## config.mk

```make
export PLATFORM = sky130hd
export DESIGN_NAME = hc_sched_regs
export DESIGN_NICKNAME = d
export VERILOG_FILES = /design/src/hc_sched_pkg.sv /design/src/ms_tick_gen.sv /design/src/pio_bank_ptrs.sv /design/src/hc_sched_regs.sv
export SDC_FILE = /design/constraint.sdc
export NUM_CORES = 1
export LEC_CHECK = 0
export ABC_AREA = 1
export BUFFER_PORTS_ARGS = -buffer_cell sky130_fd_sc_hd__clkbuf_2
export CAP_MARGIN = 20
export CORE_MARGIN = 4
export CORE_UTILIZATION = 63
export DETAILED_ROUTE_END_ITERATION = 16
export GPL_TIMING_DRIVEN = 0
export PLACE_DENSITY = 0.84
export SYNTH_ARGS = -nofsm -noshare
export SYNTH_HDL_FRONTEND = slang
export SYNTH_SLANG_ARGS = --single-unit
```

## constraint.sdc

```tcl
create_clock -name clk_sys -period 4.9 [get_ports clk_sys]
set_clock_uncertainty 0.15 [all_clocks]
set_input_delay 0.49 -clock clk_sys [delete_from_list [all_inputs] [get_ports clk_sys]]
set_output_delay 0.49 -clock clk_sys [all_outputs]
set_load 0.05 [all_outputs]
```

## src/hc_sched_pkg.sv

```systemverilog
// constants for the schedule, timeout and pio read pointer registers
package hc_sched_pkg;
    localparam logic [11:0] OFS_FILL_FLAGS    = 12'h334;
    localparam logic [11:0] OFS_DONE_TIMEOUT  = 12'h338;
    localparam logic [11:0] OFS_PIO_PTR       = 12'h33C;
    localparam logic [11:0] OFS_IRQ_STATUS    = 12'h348;
    localparam logic [11:0] OFS_IRQ_ENABLE    = 12'h34C;
    localparam logic [11:0] OFS_IRQ_CLEAR     = 12'h350;
    localparam logic [11:0] OFS_WALK_STATUS   = 12'h358;
    localparam int          BIT_ISO_FILLED    = 2;
    localparam int          BIT_INT_FILLED    = 1;
    localparam int          BIT_ASYNC_FILLED  = 0;
    localparam int          FILL_WIDTH        = 3;
    localparam int          BANK_LSB          = 16;
    localparam int          BANK_WIDTH        = 2;
    localparam int          ADDR_WIDTH        = 16;
    localparam int          NUM_BANKS         = 4;
    localparam int          NUM_SLOTS         = 32;
    localparam int          SLOT_WIDTH        = 5;
    localparam int          IRQ_TIMEOUT_BIT   = 0;
    localparam int          IRQ_WALK_BIT      = 1;
    localparam int          IRQ_WIDTH         = 2;
    localparam logic [31:0] RST_FILL_FLAGS    = 32'h0000_0000;
    localparam logic [31:0] RST_DONE_TIMEOUT  = 32'h0000_0000;
    localparam logic [31:0] RST_PIO_PTR       = 32'h0000_0000;
    localparam int          CLK_MHZ           = 250;
    localparam int          MS_PER_TICK       = 1;
    localparam int          CYCLES_PER_MS     = MS_PER_TICK * CLK_MHZ * 1000;
    typedef enum logic [1:0] {
        LIST_ISO   = 2'b00,
        LIST_INT   = 2'b01,
        LIST_ASYNC = 2'b10,
        LIST_IDLE  = 2'b11
    } list_sel_t;
endpackage

```

## src/ms_tick_gen.sv

```systemverilog
// millisecond tick generator from the system clock
`timescale 1ns/1ns
module ms_tick_gen
    import hc_sched_pkg::*;
#(
    parameter int CYCLES = CYCLES_PER_MS
) (
    input  wire logic clk_sys,
    input  wire logic rst_n,
    output logic      tick
);
    typedef struct packed {
        logic [31:0] cnt;
        logic        tick;
    } tick_state_t;
    tick_state_t s_reg;
    tick_state_t s_next;
    localparam logic [31:0] LAST = 32'(CYCLES - 1);

    always_comb begin
        s_next = s_reg;
        s_next.tick = 1'b0;
        if (s_reg.cnt == LAST) begin
            s_next.cnt = 32'h0;
            s_next.tick = 1'b1;
        end else begin
            s_next.cnt = s_reg.cnt + 32'h1;
        end
    end

    always_ff @(posedge clk_sys) begin
        if (!rst_n) begin
            s_reg <= '0;
        end else begin
            s_reg <= s_next;
        end
    end
    assign tick = s_reg.tick;

    a_tick_spacing: assert property (@(posedge clk_sys) disable iff (!rst_n)
        tick |=> !tick) else $error("tick lasted more than one cycle");
endmodule

```

## src/pio_bank_ptrs.sv

```systemverilog
// per-bank auto-incrementing pio read pointers
`timescale 1ns/1ns
module pio_bank_ptrs
    import hc_sched_pkg::*;
(
    input  wire logic                  clk_sys,
    input  wire logic                  rst_n,
    input  wire logic                  load,
    input  wire logic [BANK_WIDTH-1:0] load_bank,
    input  wire logic [ADDR_WIDTH-1:0] load_addr,
    input  wire logic                  rd,
    input  wire logic [BANK_WIDTH-1:0] rd_bank,
    output logic [ADDR_WIDTH-1:0]      rd_addr
);
    typedef struct packed {
        logic [NUM_BANKS-1:0][ADDR_WIDTH-1:0] ptr;
    } ptr_state_t;
    ptr_state_t s_reg;
    ptr_state_t s_next;

    always_comb begin
        s_next = s_reg;
        for (int b = 0; b < NUM_BANKS; b++) begin
            if (load && load_bank == BANK_WIDTH'(b)) begin
                s_next.ptr[b] = load_addr;
            end else if (rd && rd_bank == BANK_WIDTH'(b)) begin
                s_next.ptr[b] = s_reg.ptr[b] + 16'h0001;
            end
        end
    end

    always_ff @(posedge clk_sys) begin
        if (!rst_n) begin
            s_reg <= '0;
        end else begin
            s_reg <= s_next;
        end
    end
    assign rd_addr = s_reg.ptr[rd_bank];

    a_ptr_increments: assert property (@(posedge clk_sys) disable iff (!rst_n)
        (rd && !load) |=> s_reg.ptr[$past(rd_bank)] == $past(rd_addr) + 16'h0001)
        else $error("bank pointer did not step on read");
    a_ptr_loads: assert property (@(posedge clk_sys) disable iff (!rst_n)
        load |=> s_reg.ptr[$past(load_bank)] == $past(load_addr))
        else $error("bank pointer did not take written address");
endmodule

```

## src/hc_sched_regs.sv

```systemverilog
// host scheduler fill flags, async done timeout and pio read pointer registers
//
// What this block does
// - scheduler walks lists whose filled flag set
// - bit 2 gates isochronous area walk
// - bit 1 gates interrupt area walk
// - bit 0 gates asynchronous area walk
// - millisecond timeout raises enabled async-done interrupt
// - bank pointer latched, increments per bank read
// - bits 17:16 select one of four banks
// - bits 15:0 give pio read start address
//
// Our own choice: strobed register access.
`timescale 1ns/1ns
module hc_sched_regs
    import hc_sched_pkg::*;
#(
    parameter int TICK_CYCLES = CYCLES_PER_MS
) (
    input  wire logic                  clk_sys,
    input  wire logic                  rst_n,
    input  wire logic [11:0]           bus_addr,
    input  wire logic [31:0]           bus_wdata,
    input  wire logic                  bus_wr,
    input  wire logic                  bus_rd,
    output logic [31:0]                bus_rdata,
    input  wire logic [NUM_SLOTS-1:0]  slot_valid,
    input  wire logic [NUM_SLOTS-1:0]  slot_skip,
    input  wire logic                  async_done,
    input  wire logic                  pio_mode,
    input  wire logic                  pio_mem_rd,
    input  wire logic                  pio_mem_wr,
    output logic                       walk_active,
    output logic [1:0]                 walk_list,
    output logic [SLOT_WIDTH-1:0]      walk_slot,
    output logic                       walk_issue,
    output logic [BANK_WIDTH-1:0]      pio_bank,
    output logic [ADDR_WIDTH-1:0]      pio_addr,
    output logic                       pio_addr_valid,
    output logic                       irq
);
    typedef struct packed {
        logic [FILL_WIDTH-1:0]  fill;
        logic [31:0]            timeout;
        logic [BANK_WIDTH-1:0]  bank;
        logic [ADDR_WIDTH-1:0]  start;
        logic [31:0]            ms_count;
        logic                   pending;
        logic [IRQ_WIDTH-1:0]   status;
        logic [IRQ_WIDTH-1:0]   enable;
        list_sel_t              list;
        logic [SLOT_WIDTH-1:0]  slot;
        logic                   issue;
        logic [31:0]            rdata;
        logic [ADDR_WIDTH-1:0]  pio_addr;
        logic                   pio_valid;
        logic                   irq;
        logic                   active;
    } regs_state_t;
    regs_state_t s_reg;
    regs_state_t s_next;

    logic                  tick;
    logic [ADDR_WIDTH-1:0] bank_addr;
    logic                  ptr_load;
    logic                  bank_rd;

    ms_tick_gen #(
        .CYCLES (TICK_CYCLES)
    ) u_tick (
        .clk_sys (clk_sys),
        .rst_n   (rst_n),
        .tick    (tick)
    );

    assign ptr_load = bus_wr && bus_addr == OFS_PIO_PTR;
    assign bank_rd  = pio_mode && pio_mem_rd;

    pio_bank_ptrs u_ptrs (
        .clk_sys   (clk_sys),
        .rst_n     (rst_n),
        .load      (ptr_load),
        .load_bank (bus_wdata[BANK_LSB +: BANK_WIDTH]),
        .load_addr (bus_wdata[ADDR_WIDTH-1:0]),
        .rd        (bank_rd),
        .rd_bank   (s_reg.bank),
        .rd_addr   (bank_addr)
    );

    function automatic list_sel_t next_list(input list_sel_t from, input logic [FILL_WIDTH-1:0] f);
        list_sel_t r;
        r = LIST_IDLE;
        unique case (from)
            LIST_IDLE, LIST_ASYNC: begin
                if (f[BIT_ISO_FILLED]) r = LIST_ISO;
                else if (f[BIT_INT_FILLED]) r = LIST_INT;
                else if (f[BIT_ASYNC_FILLED]) r = LIST_ASYNC;
            end
            LIST_ISO: begin
                if (f[BIT_INT_FILLED]) r = LIST_INT;
                else if (f[BIT_ASYNC_FILLED]) r = LIST_ASYNC;
                else if (f[BIT_ISO_FILLED]) r = LIST_ISO;
            end
            LIST_INT: begin
                if (f[BIT_ASYNC_FILLED]) r = LIST_ASYNC;
                else if (f[BIT_ISO_FILLED]) r = LIST_ISO;
                else if (f[BIT_INT_FILLED]) r = LIST_INT;
            end
        endcase
        return r;
    endfunction

    logic list_on;
    logic [IRQ_WIDTH-1:0] ev;

    always_comb begin
        s_next = s_reg;
        ev = '0;
        s_next.issue = 1'b0;
        s_next.rdata = 32'h0000_0000;
        // register writes
        if (bus_wr) begin
            unique case (bus_addr)
                OFS_FILL_FLAGS:   s_next.fill = bus_wdata[FILL_WIDTH-1:0];
                OFS_DONE_TIMEOUT: s_next.timeout = bus_wdata;
                OFS_PIO_PTR: begin
                    s_next.bank = bus_wdata[BANK_LSB +: BANK_WIDTH];
                    s_next.start = bus_wdata[ADDR_WIDTH-1:0];
                end
                OFS_IRQ_ENABLE:   s_next.enable = bus_wdata[IRQ_WIDTH-1:0];
                default: ;
            endcase
        end
        // list walk: only areas whose flag is set are visited
        list_on = 1'b0;
        unique case (s_reg.list)
            LIST_ISO:   list_on = s_reg.fill[BIT_ISO_FILLED];
            LIST_INT:   list_on = s_reg.fill[BIT_INT_FILLED];
            LIST_ASYNC: list_on = s_reg.fill[BIT_ASYNC_FILLED];
            LIST_IDLE:  list_on = 1'b0;
        endcase
        if (!list_on) begin
            s_next.list = next_list(s_reg.list, s_reg.fill);
            s_next.slot = '0;
        end else begin
            s_next.issue = slot_valid[s_reg.slot] && !slot_skip[s_reg.slot];
            s_next.slot = s_reg.slot + 5'h01;
            if (s_reg.slot == 5'h1F) begin
                s_next.list = next_list(s_reg.list, s_reg.fill);
            end
        end
        // async done timeout in ms ticks, restarts on every completion
        if (async_done) begin
            s_next.pending = 1'b1;
            s_next.ms_count = 32'h0;
        end else if (s_reg.pending && tick) begin
            if (s_reg.ms_count + 32'h1 >= s_reg.timeout) begin
                s_next.pending = 1'b0;
                ev[IRQ_TIMEOUT_BIT] = 1'b1;
            end else begin
                s_next.ms_count = s_reg.ms_count + 32'h1;
            end
        end
        ev[IRQ_WALK_BIT] = s_reg.list != LIST_IDLE && s_next.list == LIST_IDLE;
        s_next.active = s_next.list != LIST_IDLE;
        // clear first, set wins
        if (bus_wr && bus_addr == OFS_IRQ_CLEAR) begin
            s_next.status = s_reg.status & ~bus_wdata[IRQ_WIDTH-1:0];
        end
        s_next.status = s_next.status | ev;
        s_next.irq = |(s_next.status & s_next.enable);
        // pio read address, valid in pio mode reads and writes to the selected bank
        s_next.pio_addr = bank_addr;
        s_next.pio_valid = pio_mode && (pio_mem_rd || pio_mem_wr);
        // reads
        if (bus_rd) begin
            unique case (bus_addr)
                OFS_FILL_FLAGS:   s_next.rdata = {29'h0, s_reg.fill};
                OFS_DONE_TIMEOUT: s_next.rdata = s_reg.timeout;
                OFS_PIO_PTR:      s_next.rdata = {14'h0, s_reg.bank, s_reg.start};
                OFS_IRQ_STATUS:   s_next.rdata = {30'h0, s_reg.status};
                OFS_IRQ_ENABLE:   s_next.rdata = {30'h0, s_reg.enable};
                OFS_WALK_STATUS:  s_next.rdata = {22'h0, s_reg.slot, 3'h0, s_reg.list};
                default:          s_next.rdata = 32'h0000_0000;
            endcase
        end
    end

    always_ff @(posedge clk_sys) begin
        if (!rst_n) begin
            s_reg <= '0;
            s_reg.fill <= RST_FILL_FLAGS[FILL_WIDTH-1:0];
            s_reg.timeout <= RST_DONE_TIMEOUT;
            s_reg.bank <= RST_PIO_PTR[BANK_LSB +: BANK_WIDTH];
            s_reg.start <= RST_PIO_PTR[ADDR_WIDTH-1:0];
            s_reg.list <= LIST_IDLE;
        end else begin
            s_reg <= s_next;
        end
    end

    assign bus_rdata      = s_reg.rdata;
    assign walk_active    = s_reg.active;
    assign walk_list      = s_reg.list;
    assign walk_slot      = s_reg.slot;
    assign walk_issue     = s_reg.issue;
    assign pio_bank       = s_reg.bank;
    assign pio_addr       = s_reg.pio_addr;
    assign pio_addr_valid = s_reg.pio_valid;
    assign irq            = s_reg.irq;

    a_iso_skipped: assert property (@(posedge clk_sys) disable iff (!rst_n)
        (s_reg.list == LIST_ISO && !s_reg.fill[BIT_ISO_FILLED]) |=> !walk_issue)
        else $error("iso area walked while not filled");
    a_int_skipped: assert property (@(posedge clk_sys) disable iff (!rst_n)
        (s_reg.list == LIST_INT && !s_reg.fill[BIT_INT_FILLED]) |=> !walk_issue)
        else $error("int area walked while not filled");
    a_async_skipped: assert property (@(posedge clk_sys) disable iff (!rst_n)
        (s_reg.list == LIST_ASYNC && !s_reg.fill[BIT_ASYNC_FILLED]) |=> !walk_issue)
        else $error("async area walked while not filled");
    a_issue_valid_only: assert property (@(posedge clk_sys) disable iff (!rst_n)
        walk_issue |-> $past(slot_valid[s_reg.slot]) && !$past(slot_skip[s_reg.slot]))
        else $error("skipped or invalid descriptor issued");
    a_walk_starts: assert property (@(posedge clk_sys) disable iff (!rst_n)
        (s_reg.list == LIST_IDLE && s_reg.fill != 3'h0 && !bus_wr) |=> walk_active)
        else $error("filled list not walked");
    a_timeout_irq: assert property (@(posedge clk_sys) disable iff (!rst_n)
        ev[IRQ_TIMEOUT_BIT] && s_reg.enable[IRQ_TIMEOUT_BIT] |=> irq)
        else $error("timeout did not raise irq");
    a_bank_field: assert property (@(posedge clk_sys) disable iff (!rst_n)
        ptr_load |=> pio_bank == $past(bus_wdata[17:16]))
        else $error("bank select not taken from bits 17:16");
    a_start_readback: assert property (@(posedge clk_sys) disable iff (!rst_n)
        ptr_load ##2 (bus_rd && bus_addr == OFS_PIO_PTR) |=> bus_rdata[15:0] == $past(bus_wdata[15:0], 3))
        else $error("start address readback wrong");
endmodule

```

==> results.cfg, run 1 <==
[logic_synthesis]
syn-cell-area_um2 = 13900
synthArstFlopShare_pct = 0
yosysUniqueCellTypes = 50
ys_warn_count = 0
syn-num-nets = 2197
synth_edf_count = 0
seq_area_frac_synth_pct = 35.4
syn_avg_cell_area_um2 = 6.81
synthFlopType = dfxtp_1
ys_seq_elements = 246
synth_cells = 2041

[sta]
grt_setup_unrepaired = false
slew_headroom_pct = 38.1
fin_crit_sh_pct = 74.7
finalCriticalPeriod_ns = 3.66
max_clock_freq_mhz = 273
finalHoldViolCount = 0
drv_slew = 0
setup_tns_ns = 0
setup_viol = 0
tightest_slew_ns = 0.929

[finish]
largest_register_ffs = 88
fin_util_pct = 73.7
layout_commonest_cell = nand2_1
final_cell_mix = nand2_1 (475), nor2_1 (256), dfxtp_1 (246)
final_cells = 2546
syn2layout_area_growth_pct = 15.4
nNetsFinal = 2398
stdcell_area_um2 = 16000
drive_gt1_share_pct = 15.4

[clock_tree]
ctsResizeCount = 0
worstSkewPairLatency_ns = 0.55
cts_tree = done
cts_max_path_buffers = 3
cts_buffers = 27
htree_levels = 1
cts_hold_buf = 0
path_clk_slew_ns = 0.06
root_buffer = clkbuf_16
post_cts_buffers = 0
clock_sinks = 246

[worst_setup_path]
crit_required_ns = 5.18
crit_type = flop to flop
critPathLaunchType = flop
r2r_cells = 19
regToRegSetupSlack_ns = 1.24
timing.rr.start = s_reg[64]$_SDFFE_PP0P_
worst-path-max-fanout = 10
crit_path_end_kind = flop
cp.arrival_ns = 3.94
critPathLaunch = s_reg[64]$_SDFFE_PP0P_
r2r_end = s_reg[93]$_SDFFE_PP0P_

[flow_run]
max_cap_violations = 0

[global_route]
grt_pass1_wl_mm = 69.7
antenna_found_initial = 5
grt_start_max_net_pins = 14
track_usage_pct = 35.5
overflow = 0
grt_pass1_vias = 13400

[min_path]
worstHoldPathType = input port to flop
min_from = pio_mode
min_to = pio_addr_valid$_SDFF_PN0_
min_path_cells = 3

[routing]
drt_iter0_markers = 1352
drt_wl_total_mm = 44.7
avgRoutedWirePerCell_um = 17.6
drt-pass1-iter-count = 7
viasPerCell = 5.65
dr_total_vias = 14400
ant_nets = 0
drc_errors = 0

[power_and_ir_drop]
power_density_nw_per_um2 = 269
ir_drop_uv = 278
power_leakage_nw = 6.99

[die]
die_h_um = 157
fp-row-count = 54
coreArea_um2 = 21800
initial_core_util_pct = 63.9
ios = 177
dieArea_um2 = 24500
die_width_um = 157

[place]
place_congestion = 1.01
io_buffer_count = 172
place_inst = 2493
post_dp_cell_area_um2 = 15100
dpl.hpwl_mm = 34.2

[outcome]
status = finished, final reports clean
-- synthesized netlist by cell type (all sizes together), types with 32 or more instances --
cell type | number | area (um^2)
nand3 | 95 | 498
nor3 | 70 | 388
clkbuf | 33 | 124
inv | 246 | 923
buf | 91 | 627
o21ai | 105 | 533
xor2 | 70 | 613
nor2 | 270 | 1070
nand4 | 32 | 206
nand2 | 483 | 1840
dfxtp | 246 | 4920
ha | 40 | 500
a21oi | 129 | 649
-- area by class of cell --
class | instances | area (um^2)
tap | 280 | 350
timing repair buffer | 172 | 861
fill | 1862 | 5720
multi-input combinational | 1423 | 7290
clock inverter | 14 | 183
buffer | 124 | 751
antenna | 5 | 12.5
sequential | 246 | 4920
clock buffer | 34 | 732
inverter | 248 | 931
-- logic make-up (layout without fill, tap and decap cells) --
group,after synthesis,after routing,share of synthesized area [%]
AND/OR/NAND/NOR,983,983,30.5
other,0,5,0
AO/OA/AOI/OAI,316,316,13.1
adder cells (fa/ha/maj),40,40,3.60
flip-flops,246,246,35.4
buffers and inverters,372,592,12.1
XOR/XNOR,84,84,5.29
-- critical path: stages, from the launching register on --
cell	delay, ns
dfxtp_1	0.43
inv_1	0.12
nor3_1	0.40
nand2_1	0.18
nor2_1	0.28
xor2_1	0.18
inv_1	0.09
ha_1	0.29
nand2_1	0.07
nor2_1	0.16
nand2_1	0.11
nor2_1	0.11
nor2_1	0.05
nand2_1	0.07
nand2_1	0.13
nand3_1	0.22
buf_2	0.31
nand2_1	0.08
nand2_1	0.06
nor2_1	0.04
-- stage by stage --
step / worst slack (ns) / hold slack, ns / total power, W
floorplan: 2.05 / 0.280 / 0.00213
detailed placement: 1.34 / 0.300 / 0.00224
CTS: 1.30 / 0.0343 / 0.00431
global route: 0.865 / 0.0663 / 0.00441
finish: 1.24 / 0.0314 / 0.00432
global placement: 1.32 / 0.292 / 0.00223
-- how the worst max path moves through the flow --
| stage | endpoint | slack [ns] | depth (start not counted) |
|---|---|---|---|
| after detailed placement | s_reg[93]$_SDFFE_PP0P_ | 1.34 | 19 |
| after global routing | s_reg[94]$_SDFFE_PP0P_ | 0.87 | 19 |
| after global placement | s_reg[94]$_SDFFE_PP0P_ | 1.32 | 19 |
| after CTS | s_reg[93]$_SDFFE_PP0P_ | 1.30 | 19 |
| final | s_reg[93]$_SDFFE_PP0P_ | 1.24 | 19 |
| after floorplan | s_reg[81]$_SDFFE_PP0P_ | 2.05 | 16 |
-- power by group --
| part | switching [W] | leakage [nW] | internal, W |
|---|---|---|---|
| logic | 0.000132 | 4.57 | 0.0000578 |
| clock network | 0.000855 | 0.436 | 0.00127 |
| registers | 0.00000470 | 1.98 | 0.00200 |
| total | 0.000992 | 6.99 | 0.00333 |
-- per-layer routing --
| metal | wire length, um | track usage, % | vias up |
|---|---|---|---|
| met3 | 4160 | 6.31 | 107 |
| met5 | 0 | 0 | - |
| met4 | 1690 | 15.5 | 0 |
| li1 | - | - | 6961 |
| met2 | 21000 | 60.1 | 673 |
| met1 | 17800 | 44.4 | 6647 |
Note: power is estimated with default switching activity, not from simulation.
==> inputs of run 2 (changes only) <==
- CORE_UTILIZATION: 63 -> 59
- PLACE_DENSITY: 0.84 -> 0.79
- clock period: 4.9 -> 3.5 ns (I/O delays scaled with it)
==> results.cfg, run 2 (synthesis results as in run 1) <==
[outcome]
status = finished, final reports clean

[global_route]
grt_pass1_wl_mm = 70.0
grt_start_max_net_pins = 14
grt_pass1_vias = 13400
overflow = 0
track_usage_pct = 33.1
antenna_found_initial = 5

[die]
dieArea_um2 = 26100
initial_core_util_pct = 60.6
fp-row-count = 55
die_h_um = 161
die_width_um = 161
coreArea_um2 = 22900
ios = 177

[place]
dpl.hpwl_mm = 33.9
io_buffer_count = 172
place_inst = 2526
place_congestion = 1.00
post_dp_cell_area_um2 = 15100

[sta]
setup_viol = 0
slew_headroom_pct = 45.5
fin_crit_sh_pct = 93.6
drv_slew = 0
tightest_slew_ns = 0.817
grt_setup_unrepaired = false
finalCriticalPeriod_ns = 3.28
max_clock_freq_mhz = 305
finalHoldViolCount = 0
whs_ns = 0.0340

[finish]
final_cells = 2594
nNetsFinal = 2414
drive_gt1_share_pct = 15.8
syn2layout_area_growth_pct = 17.7
largest_register_ffs = 88
final_cell_mix = nand2_1 (474), nor2_1 (252), inv_1 (245), dfxtp_1 (245), clkbuf_2 (172)
multi_input_area_um2 = 7360
stdcell_area_um2 = 16400
final-seq-area_um2 = 4930
num-fill-cells = 1983
fin_util_pct = 71.4
layout_commonest_cell = nand2_1

[worst_setup_path]
cp.depth = 17
critPathLaunchType = flop
cp.arrival_ns = 3.55
r2r_cells = 17
worst-path-max-fanout = 10
crit_path_end_kind = flop
crit_required_ns = 3.78
critPathMaxStageDelay_ns = 0.38
cp_cell_sequence = ha_1, nand3_1, inv_1, nand3_1, nor3_2, xor2_1, inv_1, ha_1, nand2_1, nor2_1, nand2_1, inv_1, a21oi_4, nand3_4, clkbuf_4, nor2_1, nor2_1
cp.buffers_inverters = 4
crit_type = flop to flop
cpMaxStageDelayCell = dfxtp_2
crit_family = simple AND/OR/NAND/NOR gates

[clock_tree]
cts_tree = done
htree_levels = 1
post_cts_buffers = 0
path_clk_slew_ns = 0.07
clock_sinks = 246
root_buffer = clkbuf_16
cts_max_path_buffers = 3
cts_buffers = 28
worstSkewPairLatency_ns = 0.55

[power_and_ir_drop]
fin_total_pwr_w = 0.00616
power_leakage_nw = 7.11
ir_drop_uv = 453
power.internal_w = 0.00478
seq_power_share_pct = 45.6
switching_share_pct = 22.4
power_density_nw_per_um2 = 377
p_comb_share_pct = 4.5
switchingPower_w = 0.00138
power_frac_clock_pct = 49.9

[routing]
drc_errors = 0
dr_total_vias = 14300
drt_iter0_markers = 1571
viasPerCell = 5.52
avgRoutedWirePerCell_um = 17.2
ant_nets = 0
drt-pass1-iter-count = 6
drt_wl_total_mm = 44.6

[min_path]
min_path_cells = 4
worstHoldPathType = input port to flop

[flow_run]
max_cap_violations = 0
## run 2: cell types whose count changed in the layout (fill, tap and decap cells not counted), moves of 2 or more
cell,change
dlygate4sd3_1,+15
buf_2,-5
nor3_1,-5
clkbuf_4,+4
nor2_1,-4
nor2_2,+4
nor3_2,+4
clkinvlp_4,-3
clkbuf_1,+2
clkbuf_16,+2
diode_2,-2
## run 2: area by class of cell
class                      count  share of cell area (%)
inverter                     248                    5.69
antenna                        3                  0.0459
sequential                   246                    30.1
clock inverter                11                   0.979
tap                          313                    2.39
timing repair buffer         187                    6.18
multi-input combinational   1423                    45.0
buffer                       124                    4.67
clock buffer                  39                    4.91
## run 2: worst min-delay path: cells and delay by family
kind | cells | cell delay, ns
buffers and inverters | 1 | 0.12
AND/OR/NAND/NOR | 3 | 0.22
## run 2: worst paths after layout
kind | start | endpoint | slack, ns
worst max-delay path | s_reg[64]$_SDFFE_PP0P_ | s_reg[80]$_SDFFE_PP0P_ | 0.22
worst min-delay path | async_done | s_reg[64]$_SDFFE_PP0P_ | 0.03
worst max register to register | s_reg[64]$_SDFFE_PP0P_ | s_reg[80]$_SDFFE_PP0P_ | 0.22
worst min register to register | s_reg[102]$_SDFFE_PN0P_ | s_reg[102]$_SDFFE_PN0P_ | 0.32
## run 2: metal layers
metal / global-route usage [%] / vias to the layer above / part of all wire [%]
li1: - / 6991 / -
met1: 43.1 / 6506 / 41
met2: 54.7 / 690 / 45
met3: 5.74 / 126 / 9.7
met4: 13.1 / 2 / 4.4
met5: 0 / - / 0.029
## run 2: repair_timing
item / 4_1_cts / 5_1_grt
resized for setup: 3 / 19
hold endpoints to repair: 14 / 0
hold buffers: 15 / 0
setup endpoints to repair: 32 / 33
pin swaps: 0 / 2
## run 2: through the flow
step	setup TNS, ns	worst slack, ns
floorplan	0	0.648
global placement	-0.184	-0.0337
detailed placement	-1.35	-0.0835
CTS	0	0.00159
global route	0	0.0134
finish	0	0.224
## run 2: power by group through the flow
| stage | Sequential (W) | Combinational (W) | Clock, W |
|---|---|---|---|
| 6_report | 0.00281 | 0.000277 | 0.00307 |
| 5_1_grt | 0.00281 | 0.000294 | 0.00321 |
| 4_1_cts | 0.00281 | 0.000269 | 0.00309 |
| 3_5_place_dp | 0.00287 | 0.000252 | 0 |
| 3_3_place_gp | 0.00287 | 0.000250 | 0 |
| 2_1_floorplan | 0.00287 | 0.000104 | 0 |
